--- src/common/dps_regs.svh ---
// Constants for the dual-port semaphore host controller
// What this block does
// - Write zero requests, write one releases
// - Select low, then ordinary SRAM-style access
// - Deassert select or enable between reads
// - Write zero first, then read to confirm
// - After failure, reread or write one; the block only returns owned low and leaves a TEST or RELEASE to the caller
// - Software initialises flags to one, from the given flag up to the last
`ifndef DPS_REGS_SVH
`define DPS_REGS_SVH
`define DPS_NUM_FLAGS 8
`define DPS_IDX_W 3
`define DPS_ADDR_W 13
`define DPS_DATA_W 16
`define DPS_REQ_ZERO 1'b0
`define DPS_REL_ONE 1'b1
`define DPS_STEP_CYCLES 4'h2
`endif

--- src/common/dps_pkg.sv ---
// Types for the dual-port semaphore host controller
`include "dps_regs.svh"
package dps_pkg;
  typedef enum logic [1:0] {CMD_ACQUIRE, CMD_RELEASE, CMD_TEST, CMD_INIT} dps_cmd_e;
  typedef enum {ST_IDLE, ST_WR, ST_GAP, ST_RD, ST_DONE} dps_state_e;
  typedef struct packed {
    logic semaphore_select_n;
    logic oe_n;
    logic rw_n;
    logic [`DPS_ADDR_W-1:0] addr;
    logic [`DPS_DATA_W-1:0] dout;
    logic dout_en;
  } dps_pins_s;
  typedef struct packed {
    dps_state_e state;
    dps_cmd_e cmd;
    logic [`DPS_IDX_W-1:0] idx;
    logic [3:0] cnt;
    logic owned;
    logic done;
    logic init_pass;
    dps_pins_s pins;
  } dps_state_s;
endpackage

--- src/rtl/dps_host.sv ---
// Host-side controller driving one port's semaphore pins
`include "dps_regs.svh"
module dps_host (
  // Clock and reset
  input wire logic sys_clk,
  input wire logic sys_rst,
  // Command port
  input wire logic cmd_valid,
  output logic cmd_ready,
  input wire dps_pkg::dps_cmd_e cmd_op,
  input wire logic [`DPS_IDX_W-1:0] cmd_idx,
  output logic done,
  output logic owned,
  // Device pins
  output dps_pkg::dps_pins_s pins,
  input wire logic [`DPS_DATA_W-1:0] data_in
);
  // ==========================================
  // State
  dps_pkg::dps_state_s st, next_st;

  function automatic logic [`DPS_DATA_W-1:0] wr_word(input logic b);
    wr_word = {`DPS_DATA_W{b}};
  endfunction

  assign cmd_ready = (st.state == dps_pkg::ST_IDLE);
  assign done = st.done;
  assign owned = st.owned;
  assign pins = st.pins;

  // ==========================================
  // Sequencer
  always_comb begin
    next_st = st;
    next_st.done = 1'b0;
    case (st.state)
      dps_pkg::ST_IDLE: begin
        next_st.pins.semaphore_select_n = 1'b1;
        next_st.pins.oe_n = 1'b1;
        next_st.pins.rw_n = 1'b1;
        next_st.pins.dout_en = 1'b0;
        if (cmd_valid) begin
          next_st.cmd = cmd_op;
          next_st.idx = cmd_idx;
          next_st.init_pass = 1'b0;
          next_st.cnt = `DPS_STEP_CYCLES;
          next_st.pins.addr = {{(`DPS_ADDR_W-`DPS_IDX_W){1'b0}}, cmd_idx};
          if (cmd_op == dps_pkg::CMD_TEST) begin
            next_st.pins.semaphore_select_n = 1'b0;
            next_st.pins.oe_n = 1'b0;
            next_st.state = dps_pkg::ST_RD;
          end else begin
            next_st.pins.semaphore_select_n = 1'b0;
            next_st.pins.rw_n = 1'b0;
            next_st.pins.dout_en = 1'b1;
            // Acquire writes zero, release and init write one
            next_st.pins.dout = wr_word(cmd_op == dps_pkg::CMD_ACQUIRE ?
              `DPS_REQ_ZERO : `DPS_REL_ONE);
            next_st.state = dps_pkg::ST_WR;
          end
        end
      end
      dps_pkg::ST_WR: begin
        next_st.cnt = st.cnt - 4'h1;
        if (st.cnt == 4'h1) begin
          next_st.pins.semaphore_select_n = 1'b1;
          next_st.pins.rw_n = 1'b1;
          next_st.pins.dout_en = 1'b0;
          next_st.cnt = `DPS_STEP_CYCLES;
          next_st.state = dps_pkg::ST_GAP;
        end
      end
      dps_pkg::ST_GAP: begin
        // Gap guarantees a fresh output-register capture
        next_st.cnt = st.cnt - 4'h1;
        if (st.cnt == 4'h1) begin
          next_st.cnt = `DPS_STEP_CYCLES;
          if (st.cmd == dps_pkg::CMD_INIT && st.idx != 3'(`DPS_NUM_FLAGS - 1)) begin
            next_st.idx = st.idx + 3'h1;
            next_st.pins.addr = {{(`DPS_ADDR_W-`DPS_IDX_W){1'b0}}, st.idx + 3'h1};
            next_st.pins.semaphore_select_n = 1'b0;
            next_st.pins.rw_n = 1'b0;
            next_st.pins.dout_en = 1'b1;
            next_st.state = dps_pkg::ST_WR;
          end else if (st.cmd == dps_pkg::CMD_ACQUIRE) begin
            next_st.pins.semaphore_select_n = 1'b0;
            next_st.pins.oe_n = 1'b0;
            next_st.state = dps_pkg::ST_RD;
          end else begin
            if (st.cmd == dps_pkg::CMD_RELEASE) begin
              next_st.owned = 1'b0;
            end
            next_st.done = 1'b1;
            next_st.state = dps_pkg::ST_IDLE;
          end
        end
      end
      dps_pkg::ST_RD: begin
        next_st.cnt = st.cnt - 4'h1;
        if (st.cnt == 4'h1) begin
          // Zero read back means this side owns the token
          next_st.owned = ~data_in[0];
          next_st.pins.semaphore_select_n = 1'b1;
          next_st.pins.oe_n = 1'b1;
          next_st.done = 1'b1;
          next_st.state = dps_pkg::ST_IDLE;
        end
      end
      default: next_st.state = dps_pkg::ST_IDLE;
    endcase
  end

  always_ff @(posedge sys_clk or posedge sys_rst) begin
    if (sys_rst) begin
      st <= '{state: dps_pkg::ST_IDLE, cmd: dps_pkg::CMD_TEST, idx: 3'h0, cnt: 4'h0,
        owned: 1'b0, done: 1'b0, init_pass: 1'b0,
        pins: '{semaphore_select_n: 1'b1, oe_n: 1'b1, rw_n: 1'b1, addr: 13'h0000,
        dout: 16'h0000, dout_en: 1'b0}};
    end else begin
      st <= next_st;
    end
  end

  // ==========================================
  // Checks
  // Pin-level sanity: a strobe never floats outside the semaphore select
  chk_no_read_write: assert property (
    @(posedge sys_clk) disable iff (sys_rst)
    !(pins.oe_n == 1'b0 && pins.rw_n == 1'b0))
    else $error("oe and write together");

  chk_write_selected: assert property (
    @(posedge sys_clk) disable iff (sys_rst)
    !pins.rw_n |-> !pins.semaphore_select_n)
    else $error("write strobe without select");

  chk_read_selected: assert property (
    @(posedge sys_clk) disable iff (sys_rst)
    !pins.oe_n |-> !pins.semaphore_select_n)
    else $error("read strobe without select");

  chk_data_en_write: assert property (
    @(posedge sys_clk) disable iff (sys_rst)
    pins.dout_en == !pins.rw_n)
    else $error("data driven outside write");

  chk_addr_high_zero: assert property (
    @(posedge sys_clk) disable iff (sys_rst)
    !pins.semaphore_select_n |-> pins.addr[12:3] == 10'h000)
    else $error("high address bits set");

  chk_data_uniform: assert property (
    @(posedge sys_clk) disable iff (sys_rst)
    !pins.rw_n |-> (pins.dout == 16'h0000 || pins.dout == 16'hffff))
    else $error("mixed write word");

  // ==========================================
  // Command sequencing
  chk_acq_writes_zero: assert property (
    @(posedge sys_clk) disable iff (sys_rst)
    cmd_valid && cmd_ready && cmd_op == dps_pkg::CMD_ACQUIRE
    |=> pins.dout == 16'h0000 && !pins.rw_n)
    else $error("acquire not zero write");

  chk_rel_writes_one: assert property (
    @(posedge sys_clk) disable iff (sys_rst)
    cmd_valid && cmd_ready && cmd_op == dps_pkg::CMD_RELEASE |=> pins.dout == 16'hffff)
    else $error("release not one write");

  chk_release_clears: assert property (
    @(posedge sys_clk) disable iff (sys_rst)
    cmd_valid && cmd_ready && cmd_op == dps_pkg::CMD_RELEASE |-> ##5 done && !owned)
    else $error("release did not drop ownership");

  // Select or enable must drop between reads or the device output register never refreshes; this checks select
  chk_read_gap: assert property (
    @(posedge sys_clk) disable iff (sys_rst)
    $rose(pins.oe_n) |-> pins.semaphore_select_n)
    else $error("select held over reads");

  chk_idle_released: assert property (
    @(posedge sys_clk) disable iff (sys_rst)
    cmd_ready |-> pins.semaphore_select_n && pins.oe_n && pins.rw_n)
    else $error("pins active while idle");

  chk_done_pulse: assert property (
    @(posedge sys_clk) disable iff (sys_rst)
    done |=> !done)
    else $error("done longer than one cycle");

  chk_write_then_read: assert property (
    @(posedge sys_clk) disable iff (sys_rst)
    cmd_valid && cmd_ready && cmd_op == dps_pkg::CMD_ACQUIRE |=> !pins.rw_n [*2]
    ##1 pins.semaphore_select_n [*2] ##1 !pins.oe_n)
    else $error("acquire order");

  chk_acq_latency: assert property (
    @(posedge sys_clk) disable iff (sys_rst)
    cmd_valid && cmd_ready && cmd_op == dps_pkg::CMD_ACQUIRE |-> ##7 done)
    else $error("acquire latency");

  chk_test_latency: assert property (
    @(posedge sys_clk) disable iff (sys_rst)
    cmd_valid && cmd_ready && cmd_op == dps_pkg::CMD_TEST
    |=> !pins.oe_n && pins.rw_n ##2 done && pins.semaphore_select_n)
    else $error("test read sequence");

  // Ownership is only ever taken from a read, never assumed from the write
  chk_owned_from_read: assert property (
    @(posedge sys_clk) disable iff (sys_rst)
    st.state == dps_pkg::ST_RD && st.cnt == 4'h1 |=> owned == ~$past(data_in[0]) && done)
    else $error("ownership not from read");

  chk_init_ones: assert property (
    @(posedge sys_clk) disable iff (sys_rst)
    !pins.rw_n && st.cmd == dps_pkg::CMD_INIT |-> pins.dout == 16'hffff)
    else $error("init not one");

  // Init walks from the given flag up to the last, so from flag 0 it is the slowest command by far
  chk_init_latency: assert property (
    @(posedge sys_clk) disable iff (sys_rst)
    cmd_valid && cmd_ready && cmd_op == dps_pkg::CMD_INIT |-> ##33 done)
    else $error("init latency");
endmodule

--- config.mk ---
export PLATFORM = sky130hd
export DESIGN_NAME = dps_host
export DESIGN_NICKNAME = d
export VERILOG_FILES = /design/src/common/dps_pkg.sv /design/src/rtl/dps_host.sv
export VERILOG_INCLUDE_DIRS = /design/src /design/src/common
export SDC_FILE = /design/constraint.sdc
export NUM_CORES = 1
export LEC_CHECK = 0
export BUFFER_PORTS_ARGS = -buffer_cell sky130_fd_sc_hd__buf_2
export CAP_MARGIN = 20
export CORE_MARGIN = 2
export CORE_UTILIZATION = 49
export CTS_CLUSTER_SIZE = 12
export DETAILED_ROUTE_END_ITERATION = 8
export GPL_ROUTABILITY_DRIVEN = 0
export HOLD_SLACK_MARGIN = 0.03
export PLACE_DENSITY = 0.78
export SETUP_SLACK_MARGIN = 0.3
export SYNTH_ARGS = -nofsm -noshare
export SYNTH_HDL_FRONTEND = slang
export SYNTH_SLANG_ARGS = --single-unit
--- constraint.sdc ---
create_clock -name sys_clk -period 2.1 [get_ports sys_clk]
set_input_delay 0.21 -clock sys_clk [delete_from_list [all_inputs] [get_ports sys_clk]]
set_output_delay 0.21 -clock sys_clk [all_outputs]
set_load 0.01 [all_outputs]
==> results of run 1 <==
state kept, by name, summed over array words and instances, names as in the netlist:
register and flops:
done 1, pins 8, owned 1, st 11
cell usage in the layout (no fill, tap or decap), types with 2 or more instances in the layout:
cell	synthesis	final
a2111oi_0	2	2
a21oi_1	6	6
and2_4	2	2
buf_2	1	34
buf_4	33	19
clkbuf_4	0	3
conb_1	1	10
dfrtp_1	17	17
dfstp_2	4	4
ha_1	10	4
ha_2	0	4
ha_4	0	2
inv_1	10	8
inv_2	0	2
mux2_2	2	2
mux2_4	0	2
nand2_1	12	12
nand2b_1	4	4
nand3_1	4	4
nand3b_1	2	2
nand4_1	2	2
nor2_1	11	11
nor3_1	4	3
nor3b_1	2	2
o21a_1	6	6
o21ai_0	7	7
o21ai_2	0	2
o31ai_1	5	5
final timing paths:
path	start	end	slack, ns	cells past startpoint
hold / removal	sys_rst	pins[19]$_DFFE_PP0P_	0.02	2
setup / recovery	st[37]$_DFFE_PP0P_	st[40]$_DFFE_PP0P_	0.27	6
min in group sys_clk	data_in[0]	owned$_DFFE_PP0P_	0.14	3
hold reg to reg	pins[31]$_DFFE_PP1P_	pins[31]$_DFFE_PP1P_	0.48	2
max in group asynchronous	sys_rst	st[45]$_DFFE_PP0P_	1.57	2
setup reg to reg	st[37]$_DFFE_PP0P_	st[40]$_DFFE_PP0P_	0.27	6
per-stage QoR:
step           total power [W]  worst slack [ns]  instance area (sq um)  cells
5_1_grt               0.003199            0.2022                   1790    245
6_report              0.002939            0.2660                   1790    245
3_3_place_gp          0.002450            0.2132                   1622    229
4_1_cts               0.002809            0.2611                   1714    239
2_1_floorplan         0.002261            0.2491                   1619    182
3_5_place_dp          0.002498            0.1672                   1622    229
final cells by class:
class / count / area [sq um]
multi-input cells: 113 / 827.0
flip-flops and latches: 21 / 530.5
clock inverters: 1 / 5.005
well taps: 44 / 55.05
inverters: 10 / 37.54
fillers: 290 / 1262
clock buffers: 3 / 22.52
repair buffers: 53 / 312.8
metal layers:
layer	vias to the layer above	global-route usage, %	routed length (um)
met5	-	0	0
met1	586	23.54	1492
met3	2	4.691	141
met2	29	27.80	1496
met4	0	5.590	19
li1	613	-	-
cell families after synthesis:
logic type      synth area share, %
other cells                  0.2394
buf+inv                       19.97
fa+ha+maj                     7.987
flops                         33.87
xor+xnor                     0.5592
simple gates                  15.89
compound gates                17.97
mux                           3.514
where the power goes:
part | internal [W] | switching, W | leakage, nW | total [W]
Combinational | 0.000954 | 0.000989 | 0.592 | 0.00194
Clock | 0.0000712 | 0.000135 | 0.0177 | 0.000206
Sequential | 0.000623 | 0.000167 | 0.249 | 0.000790
Total | 0.00165 | 0.00129 | 0.858 | 0.00294
what timing repair did:
item | 4_1_cts | 5_1_grt
hold buffers | 0 | 0
gates cloned | 0 | 0
pin swaps | 1 | 2
endpoints found under the setup margin | 9 | 8
resized for setup | 4 | 8
setup buffers | 6 | 6
==> flow_summary.toml, run 1 <==
[die]
num_rows = 20
die_h_um = 60.54
pin_count = 60
dieArea_sq_um = 3665
start_util_pct = 51.31
die_x_um = 60.54
core_area_sq_um = 3053

[outcome]
status = "finished, final reports clean"

[setup_path]
cpMaxStageDelayCell = "or4_4"
critPathMaxFanout = 6
critPathKind = "reg2reg"
crit_buf_inv = 1
cp.required_ns = 2.32
critPathTopFamily = "simple AND/OR/NAND/NOR gates"
critPathMaxStageDelay_ns = 0.52
cp-start-kind = "flop"
arrival_ns = 2.05
crit_chain = "inv_2 > ha_2 > or3b_4 > or4_4 > o21ai_2 > a221oi_2"
end_kind = "flop"

[detailed_routing]
drtAntennaViolNets = 0
wl_per_cell_um = 12.85
wl_mm = 3.149
drc = 0
viasPerCell = 5.020
drt-initial-drc-count = 45
drtPass1Iterations = 4
vias = 1230

[timing]
rsz0062_at_grt = "true"
setup-violations-final = 0
layout_min_cycle_time_ns = 1.834
finalHoldViolations = 0
tightest_slew_ns = 0.8002
hold-worst-slack_ns = 0.01543
drv_slew = 0
finalCritPeriodShare_pct = 87.33
relSlewSlack_pct = 46.59
finClkSkew_ns = 0.01671
fmax_mhz = 545.3
fin_setup_tns_ns = 0

[cells_and_area]
antenna_cells = 0
drive_above_1_share_pct = 42.29
areaGrowthSynthToFinish_pct = 14.30
final_nets = 236
postLayoutCoreUtil_pct = 58.65

[global_routing]
grt_pass1_vias = 1050
grt.total_usage_pct = 17.55
antenna_found_initial = 0
grt_overflow_total = 0
grt_max_degree = 22
grt_pass1_wl_mm = 4.809

[synthesis]
synth_most_common_cell = "buf_4"
syn_area_per_cell_sq_um = 9.055
ys_seq_elements = 21
synth-async-reset-ratio_pct = 100.0
synth_edf_count = 0
synth_area_leaders = "dfrtp_1, buf_4, ha_1"
synth_common_cells = "buf_4, dfrtp_1, nand2_1"
syn_area_sq_um = 1567
synth-main-ff-cell = "dfrtp_1"
synth_warnings = 0
synth_top_cell_by_area = "dfrtp_1"
yosysTopAreaCellShare_pct = 27.16
syn-instance-count = 173
ys_types = 44
ys_seq_area_share_pct = 33.87

[placement]
hpwl_mm = 2.203
io_buffer_count = 34

[worst_hold_path]
hold_class = "in2async"

[cts]
htreeDepth = 1
clk_latency_ns = 0.32
cts_tree = "built"
cts_buffers = 3
cts_root_buf = "clkbuf_4"
cts.sinks = 21
clock_path_buffers = 2
clk_pin_slew_ns = 0.14

[power_and_ir_drop]
vdd_drop_max_v = 0.0006703
p_leak_nw = 0.8584
powerDensity_nw_per_um2 = 1642

[run]
max_cap_viol_count = 0
(Power assumes the default switching activity.)
==> inputs of run 2 (changes only) <==
--- a/config.mk
+++ b/config.mk
@@ -9,12 +9,12 @@
 export BUFFER_PORTS_ARGS = -buffer_cell sky130_fd_sc_hd__buf_2
 export CAP_MARGIN = 20
 export CORE_MARGIN = 2
-export CORE_UTILIZATION = 49
+export CORE_UTILIZATION = 41
 export CTS_CLUSTER_SIZE = 12
 export DETAILED_ROUTE_END_ITERATION = 8
 export GPL_ROUTABILITY_DRIVEN = 0
 export HOLD_SLACK_MARGIN = 0.03
-export PLACE_DENSITY = 0.78
+export PLACE_DENSITY = 0.67
 export SETUP_SLACK_MARGIN = 0.3
 export SYNTH_ARGS = -nofsm -noshare
 export SYNTH_HDL_FRONTEND = slang
==> flow_summary.toml, run 2 (synthesis gave the netlist of run 1 again) <==
[timing]
finalCritPeriodShare_pct = 87.53
fmax_mhz = 544.0
layout_min_cycle_time_ns = 1.838
tightest_slew_ns = 0.7850
drv_slew = 0
rsz0062_at_grt = "true"
setup-violations-final = 0
relSlewSlack_pct = 47.61
finalHoldViolations = 0
fin_setup_tns_ns = 0
finClkSkew_ns = 0.005907

[cells_and_area]
layout_commonest_cell = "buf_2"
largest_reg_flops = 11
final_cell_area_sq_um = 1883
final_cell_mix = "buf_2, dfrtp_1, buf_4"
final_nets = 235
n_fill_cell = 330
finalNonFillerCells = 248
largest_register = "st"
areaGrowthSynthToFinish_pct = 20.21
antenna_cells = 0
drive_above_1_share_pct = 44.00

[setup_path]
reg2regPathDepth = 6
r2r_start = "st[45]$_DFFE_PP0P_"
critPathTopFamily = "flip-flops"
critPathKind = "reg2reg"
cp-start-kind = "flop"
end_kind = "flop"
arrival_ns = 2.03
r2r-end = "pins[30]$_DFFE_PP1P_"
crit_chain = "inv_2 > ha_4 > or2_4 > and2_4 > a211oi_4 > mux2_4"
critPathMaxStageDelay_ns = 0.46
critPathMaxFanout = 4
cp.required_ns = 2.29
cpMaxStageDelayCell = "dfrtp_1"
crit_buf_inv = 1
rrSetupSlack_ns = 0.26

[detailed_routing]
wl_mm = 3.271
wl_per_cell_um = 13.19
drc = 0
vias = 1266
drtPass1Iterations = 4
drtAntennaViolNets = 0
viasPerCell = 5.105
drt-initial-drc-count = 84

[placement]
dpl-instance-area_sq_um = 1619
dp.cells = 232
io_buffer_count = 34
hpwl_mm = 2.236

[power_and_ir_drop]
switching_power_w = 0.001354
combPwrFrac_pct = 65.7
powerDensity_nw_per_um2 = 1663
internal-power_w = 0.001777
p_leak_nw = 0.8695
vdd_drop_max_v = 0.0005604
seq_power_share_pct = 25.8
p_sw_share_pct = 43.24
pwr-share-clk_pct = 8.5
p_total_w = 0.003131

[global_routing]
antenna_found_initial = 0
grt_pass1_vias = 1104
grt_pass1_wl_mm = 5.112
grt_busiest_layer = "met2"
grt_max_degree = 22
grt.total_usage_pct = 15.23
met3_usage_pct = 2.385
globalRouteMet2Util_pct = 25.76
grt_overflow_total = 0
grt.met1_usage_pct = 20.13

[cts]
clk_pin_slew_ns = 0.08
cts_buffers = 3
cts_tree = "built"
cts_root_buf = "clkbuf_8"
clk_latency_ns = 0.26
cts.sinks = 21
clock_path_buffers = 2
htreeDepth = 1

[die]
pin_count = 60
dieArea_sq_um = 4331
die_h_um = 65.81
die_x_um = 65.81
core_area_sq_um = 3661
start_util_pct = 42.79
num_rows = 22

[run]
max_cap_viol_count = 0

[outcome]
status = "finished, final reports clean"

[worst_hold_path]
hold_class = "in2async"
[run 2: layer usage]
| layer | wire, um | vias to the layer above |
|---|---|---|
| li1 | - | 618 |
| met1 | 1453 | 602 |
| met2 | 1609 | 42 |
| met3 | 181 | 4 |
| met4 | 27 | 0 |
| met5 | 0 | - |
[run 2: power by group through the flow]
stage	clock network (W)	registers, W	logic [W]
2_1_floorplan	0	0.000785	0.00148
3_3_place_gp	0	0.000808	0.00165
3_5_place_dp	0	0.000817	0.00167
4_1_cts	0.000272	0.000803	0.00183
5_1_grt	0.000295	0.000844	0.00224
6_report	0.000267	0.000808	0.00206
[run 2: per-stage QoR]
step / util, % / hold slack (ns) / worst slack, ns
5_1_grt: 51.44 / 0.1585 / 0.2124
3_5_place_dp: 44.22 / 0.4115 / 0.1689
2_1_floorplan: - / 0.1836 / 0.2491
4_1_cts: 47.78 / 0.1334 / 0.2653
6_report: 51.44 / 0.08789 / 0.2619
3_3_place_gp: 44.22 / 0.4082 / 0.2041
[run 2: worst max-delay path by stage]
stage | start | end | slack (ns) | depth (start not counted)
finish | st[45]$_DFFE_PP0P_ | pins[30]$_DFFE_PP1P_ | 0.26 | 6
global route | st[45]$_DFFE_PP0P_ | pins[30]$_DFFE_PP1P_ | 0.21 | 6
CTS | st[40]$_DFFE_PP0P_ | pins[30]$_DFFE_PP1P_ | 0.27 | 6
detailed placement | st[45]$_DFFE_PP0P_ | pins[30]$_DFFE_PP1P_ | 0.17 | 6
global placement | st[45]$_DFFE_PP0P_ | pins[30]$_DFFE_PP1P_ | 0.20 | 6
floorplan | st[40]$_DFFE_PP0P_ | pins[17]$_DFFE_PP0P_ | 0.25 | 6
[run 2: what timing repair did]
action / 4_1_cts / 5_1_grt
setup endpoints to repair: 10 / 15
gates resized for setup: 10 / 15
pin swaps: 0 / 5
hold buffers: 0 / 0
setup buffers: 6 / 6
[run 2: cell type report]
| cell class | instances | area, sq um | area share, % |
|---|---|---|---|
| clock buffer | 4 | 45.04 | 2.392 |
| sequential | 21 | 531.8 | 28.24 |
| timing repair buffer | 52 | 321.6 | 17.08 |
| multi-input combinational | 113 | 887.1 | 47.11 |
| inverter | 10 | 37.54 | 1.993 |
| tap | 48 | 60.06 | 3.189 |
==> inputs of run 3 (changes only) <==
--- a/config.mk
+++ b/config.mk
@@ -6,6 +6,7 @@
 export SDC_FILE = /design/constraint.sdc
 export NUM_CORES = 1
 export LEC_CHECK = 0
+export ABC_AREA = 1
 export BUFFER_PORTS_ARGS = -buffer_cell sky130_fd_sc_hd__buf_2
 export CAP_MARGIN = 20
 export CORE_MARGIN = 2
@@ -14,7 +15,7 @@
 export DETAILED_ROUTE_END_ITERATION = 8
 export GPL_ROUTABILITY_DRIVEN = 0
 export HOLD_SLACK_MARGIN = 0.03
-export PLACE_DENSITY = 0.67
+export PLACE_DENSITY = 0.66
 export SETUP_SLACK_MARGIN = 0.3
 export SYNTH_ARGS = -nofsm -noshare
 export SYNTH_HDL_FRONTEND = slang
==> flow_summary.toml, run 3 <==
[synthesis]
syn_area_per_cell_sq_um = 7.863
synth-async-reset-ratio_pct = 100.0
synth_top_cell_by_area = "dfrtp_1"
synth-main-ff-cell = "dfrtp_1"
synth_warnings = 0
ys_seq_elements = 21
ys_types = 26
syn_area_sq_um = 1604
synth_area_leaders = "dfrtp_1, buf_4, nand2_1"
synth_common_cells = "nand2_1, buf_4, inv_1"
synth_most_common_cell = "nand2_1"
ys_seq_area_share_pct = 33.07
synth_edf_count = 0
syn-instance-count = 204
yosysTopAreaCellShare_pct = 26.52

[die]
die_h_um = 66.55
pin_count = 60
start_util_pct = 43.16
dieArea_sq_um = 4429
num_rows = 22
core_area_sq_um = 3716
die_x_um = 66.55

[setup_path]
cp.required_ns = 1.89
reg2regPathDepth = 6
end_kind = "output port"
critPathMaxFanout = 7
critPathKind = "reg2out"
cp-start-kind = "flop"
r2r-end = "st[38]$_DFFE_PP0P_"
r2r_start = "st[45]$_DFFE_PP0P_"
arrival_ns = 1.37
critical_path.endpoint = "cmd_ready"
crit_path_start = "st[45]$_DFFE_PP0P_"
rrSetupSlack_ns = 0.54

[power_and_ir_drop]
vdd_drop_max_v = 0.0004724
p_leak_nw = 0.9382
powerDensity_nw_per_um2 = 1538

[detailed_routing]
vias = 1209
wl_mm = 2.895
drtPass1Iterations = 4
wl_per_cell_um = 10.92
drc = 0
drt-initial-drc-count = 84
drtAntennaViolNets = 0
viasPerCell = 4.562

[cts]
postCtsSetupRepairBufs = 0
cts_tree = "built"
cts_root_buf = "clkbuf_8"
cts_buffers = 3
htreeDepth = 1
cts_resized = 0
clock_path_buffers = 2
hold_buffers = 0
cts.sinks = 21
clk_latency_ns = 0.27
clk_pin_slew_ns = 0.08

[cells_and_area]
finalNonFillerCells = 265
final_cell_mix = "nand2_1, buf_2, inv_1"
areaGrowthSynthToFinish_pct = 2.886
largest_reg_flops = 11
final_nets = 252
drive_above_1_share_pct = 27.19
final_cell_area_sq_um = 1650
layout_commonest_cell = "nand2_1"
largest_register = "st"
antenna_cells = 0

[global_routing]
grt.total_usage_pct = 15.24
grt_overflow_total = 0
grt_pass1_vias = 1165
globalRouteMet2Util_pct = 25.37
met3_usage_pct = 3.041
grt_pass1_wl_mm = 5.078
grt_max_degree = 22
grt_busiest_layer = "met2"
grt.met1_usage_pct = 18.25
antenna_found_initial = 0

[placement]
io_buffer_count = 34
hpwl_mm = 2.275
dp.cells = 261
dpl-instance-area_sq_um = 1605

[timing]
finalHoldViolations = 0
setup-violations-final = 0
finalCritPeriodShare_pct = 75.39
rsz0062_at_grt = "false"
fmax_mhz = 631.7
tightest_slew_ns = 0.8044
finClkSkew_ns = 0.008332
layout_min_cycle_time_ns = 1.583
relSlewSlack_pct = 46.31
fin_setup_tns_ns = 0
drv_slew = 0

[run]
max_cap_viol_count = 0

[outcome]
status = "finished, final reports clean"

[worst_hold_path]
hold_class = "in2async"
run 3: cell count changes after synthesis, moves of 3 or more:
cell	before	now
nand2_1	12	53
inv_1	10	23
nand3_1	4	15
nand2_2	0	6
o21a_1	6	0
nor2_1	11	6
o31ai_1	5	0
nand2b_1	4	0
nand4_1	2	6
a21oi_1	6	3
clkbuf_1	3	0
nor3_1	4	1
run 3: critical path, stage by stage, from the launching register on:
cell and delay (ns):
dfrtp_1 0.44, inv_1 0.12, ha_1 0.36, buf_2 0.20
run 3: cell families (layout without fill, tap and decap cells):
kind of cell | after synthesis | in the layout | share of synthesized area [%]
AND/OR/NAND/NOR | 95 | 95 | 30.19
buffers and inverters | 59 | 63 | 22.46
flip-flops | 21 | 21 | 33.07
AO/OA/AOI/OAI | 18 | 18 | 6.240
adder cells (fa/ha/maj) | 10 | 10 | 7.800
other | 1 | 10 | 0.2338
run 3: layout make-up:
type / count / area, sq um
Sequential cell: 21 / 530.5
Clock buffer: 4 / 45.04
Inverter: 24 / 90.09
Fill cell: 390 / 2066
Timing Repair Buffer: 35 / 177.7
Tap cell: 48 / 60.06
Multi-Input combinational cell: 133 / 747.0
run 3: power by group:
group,switching [W],total [W],internal [W]
clock network,0.000136,0.000272,0.000135
registers,0.000143,0.000748,0.000605
logic,0.000961,0.00152,0.000557
run 3: routing by layer:
metal  up-vias  part of all wire (%)
met5         -                     0
met4         0                   3.0
met3         9                   3.9
met1       547                    46
met2        26                    47
li1        627                     -
run 3: per-stage QoR:
step	setup slack, ns	power (W)	util, %	hold WS, ns
2_1_floorplan	0.7282	0.002146	-	0.1836
6_report	0.5169	0.002539	44.41	0.08593
5_1_grt	0.3522	0.002839	44.41	0.1777
3_5_place_dp	0.5484	0.002291	43.20	0.4168
3_3_place_gp	0.5762	0.002261	43.20	0.4090
4_1_cts	0.4989	0.002569	44.41	0.1277
run 3: how the worst min path moves through the flow:
stage / start / to / slack, ns / cells after the start
3_5_place_dp: sys_rst / st[38]$_DFFE_PP0P_ / 0.42 / 2
5_1_grt: sys_rst / st[38]$_DFFE_PP0P_ / 0.18 / 2
2_1_floorplan: sys_rst / done$_DFF_PP0_ / 0.18 / 1
4_1_cts: sys_rst / pins[17]$_DFFE_PP0P_ / 0.13 / 2
6_report: sys_rst / pins[17]$_DFFE_PP0P_ / 0.09 / 2
3_3_place_gp: sys_rst / done$_DFF_PP0_ / 0.41 / 2
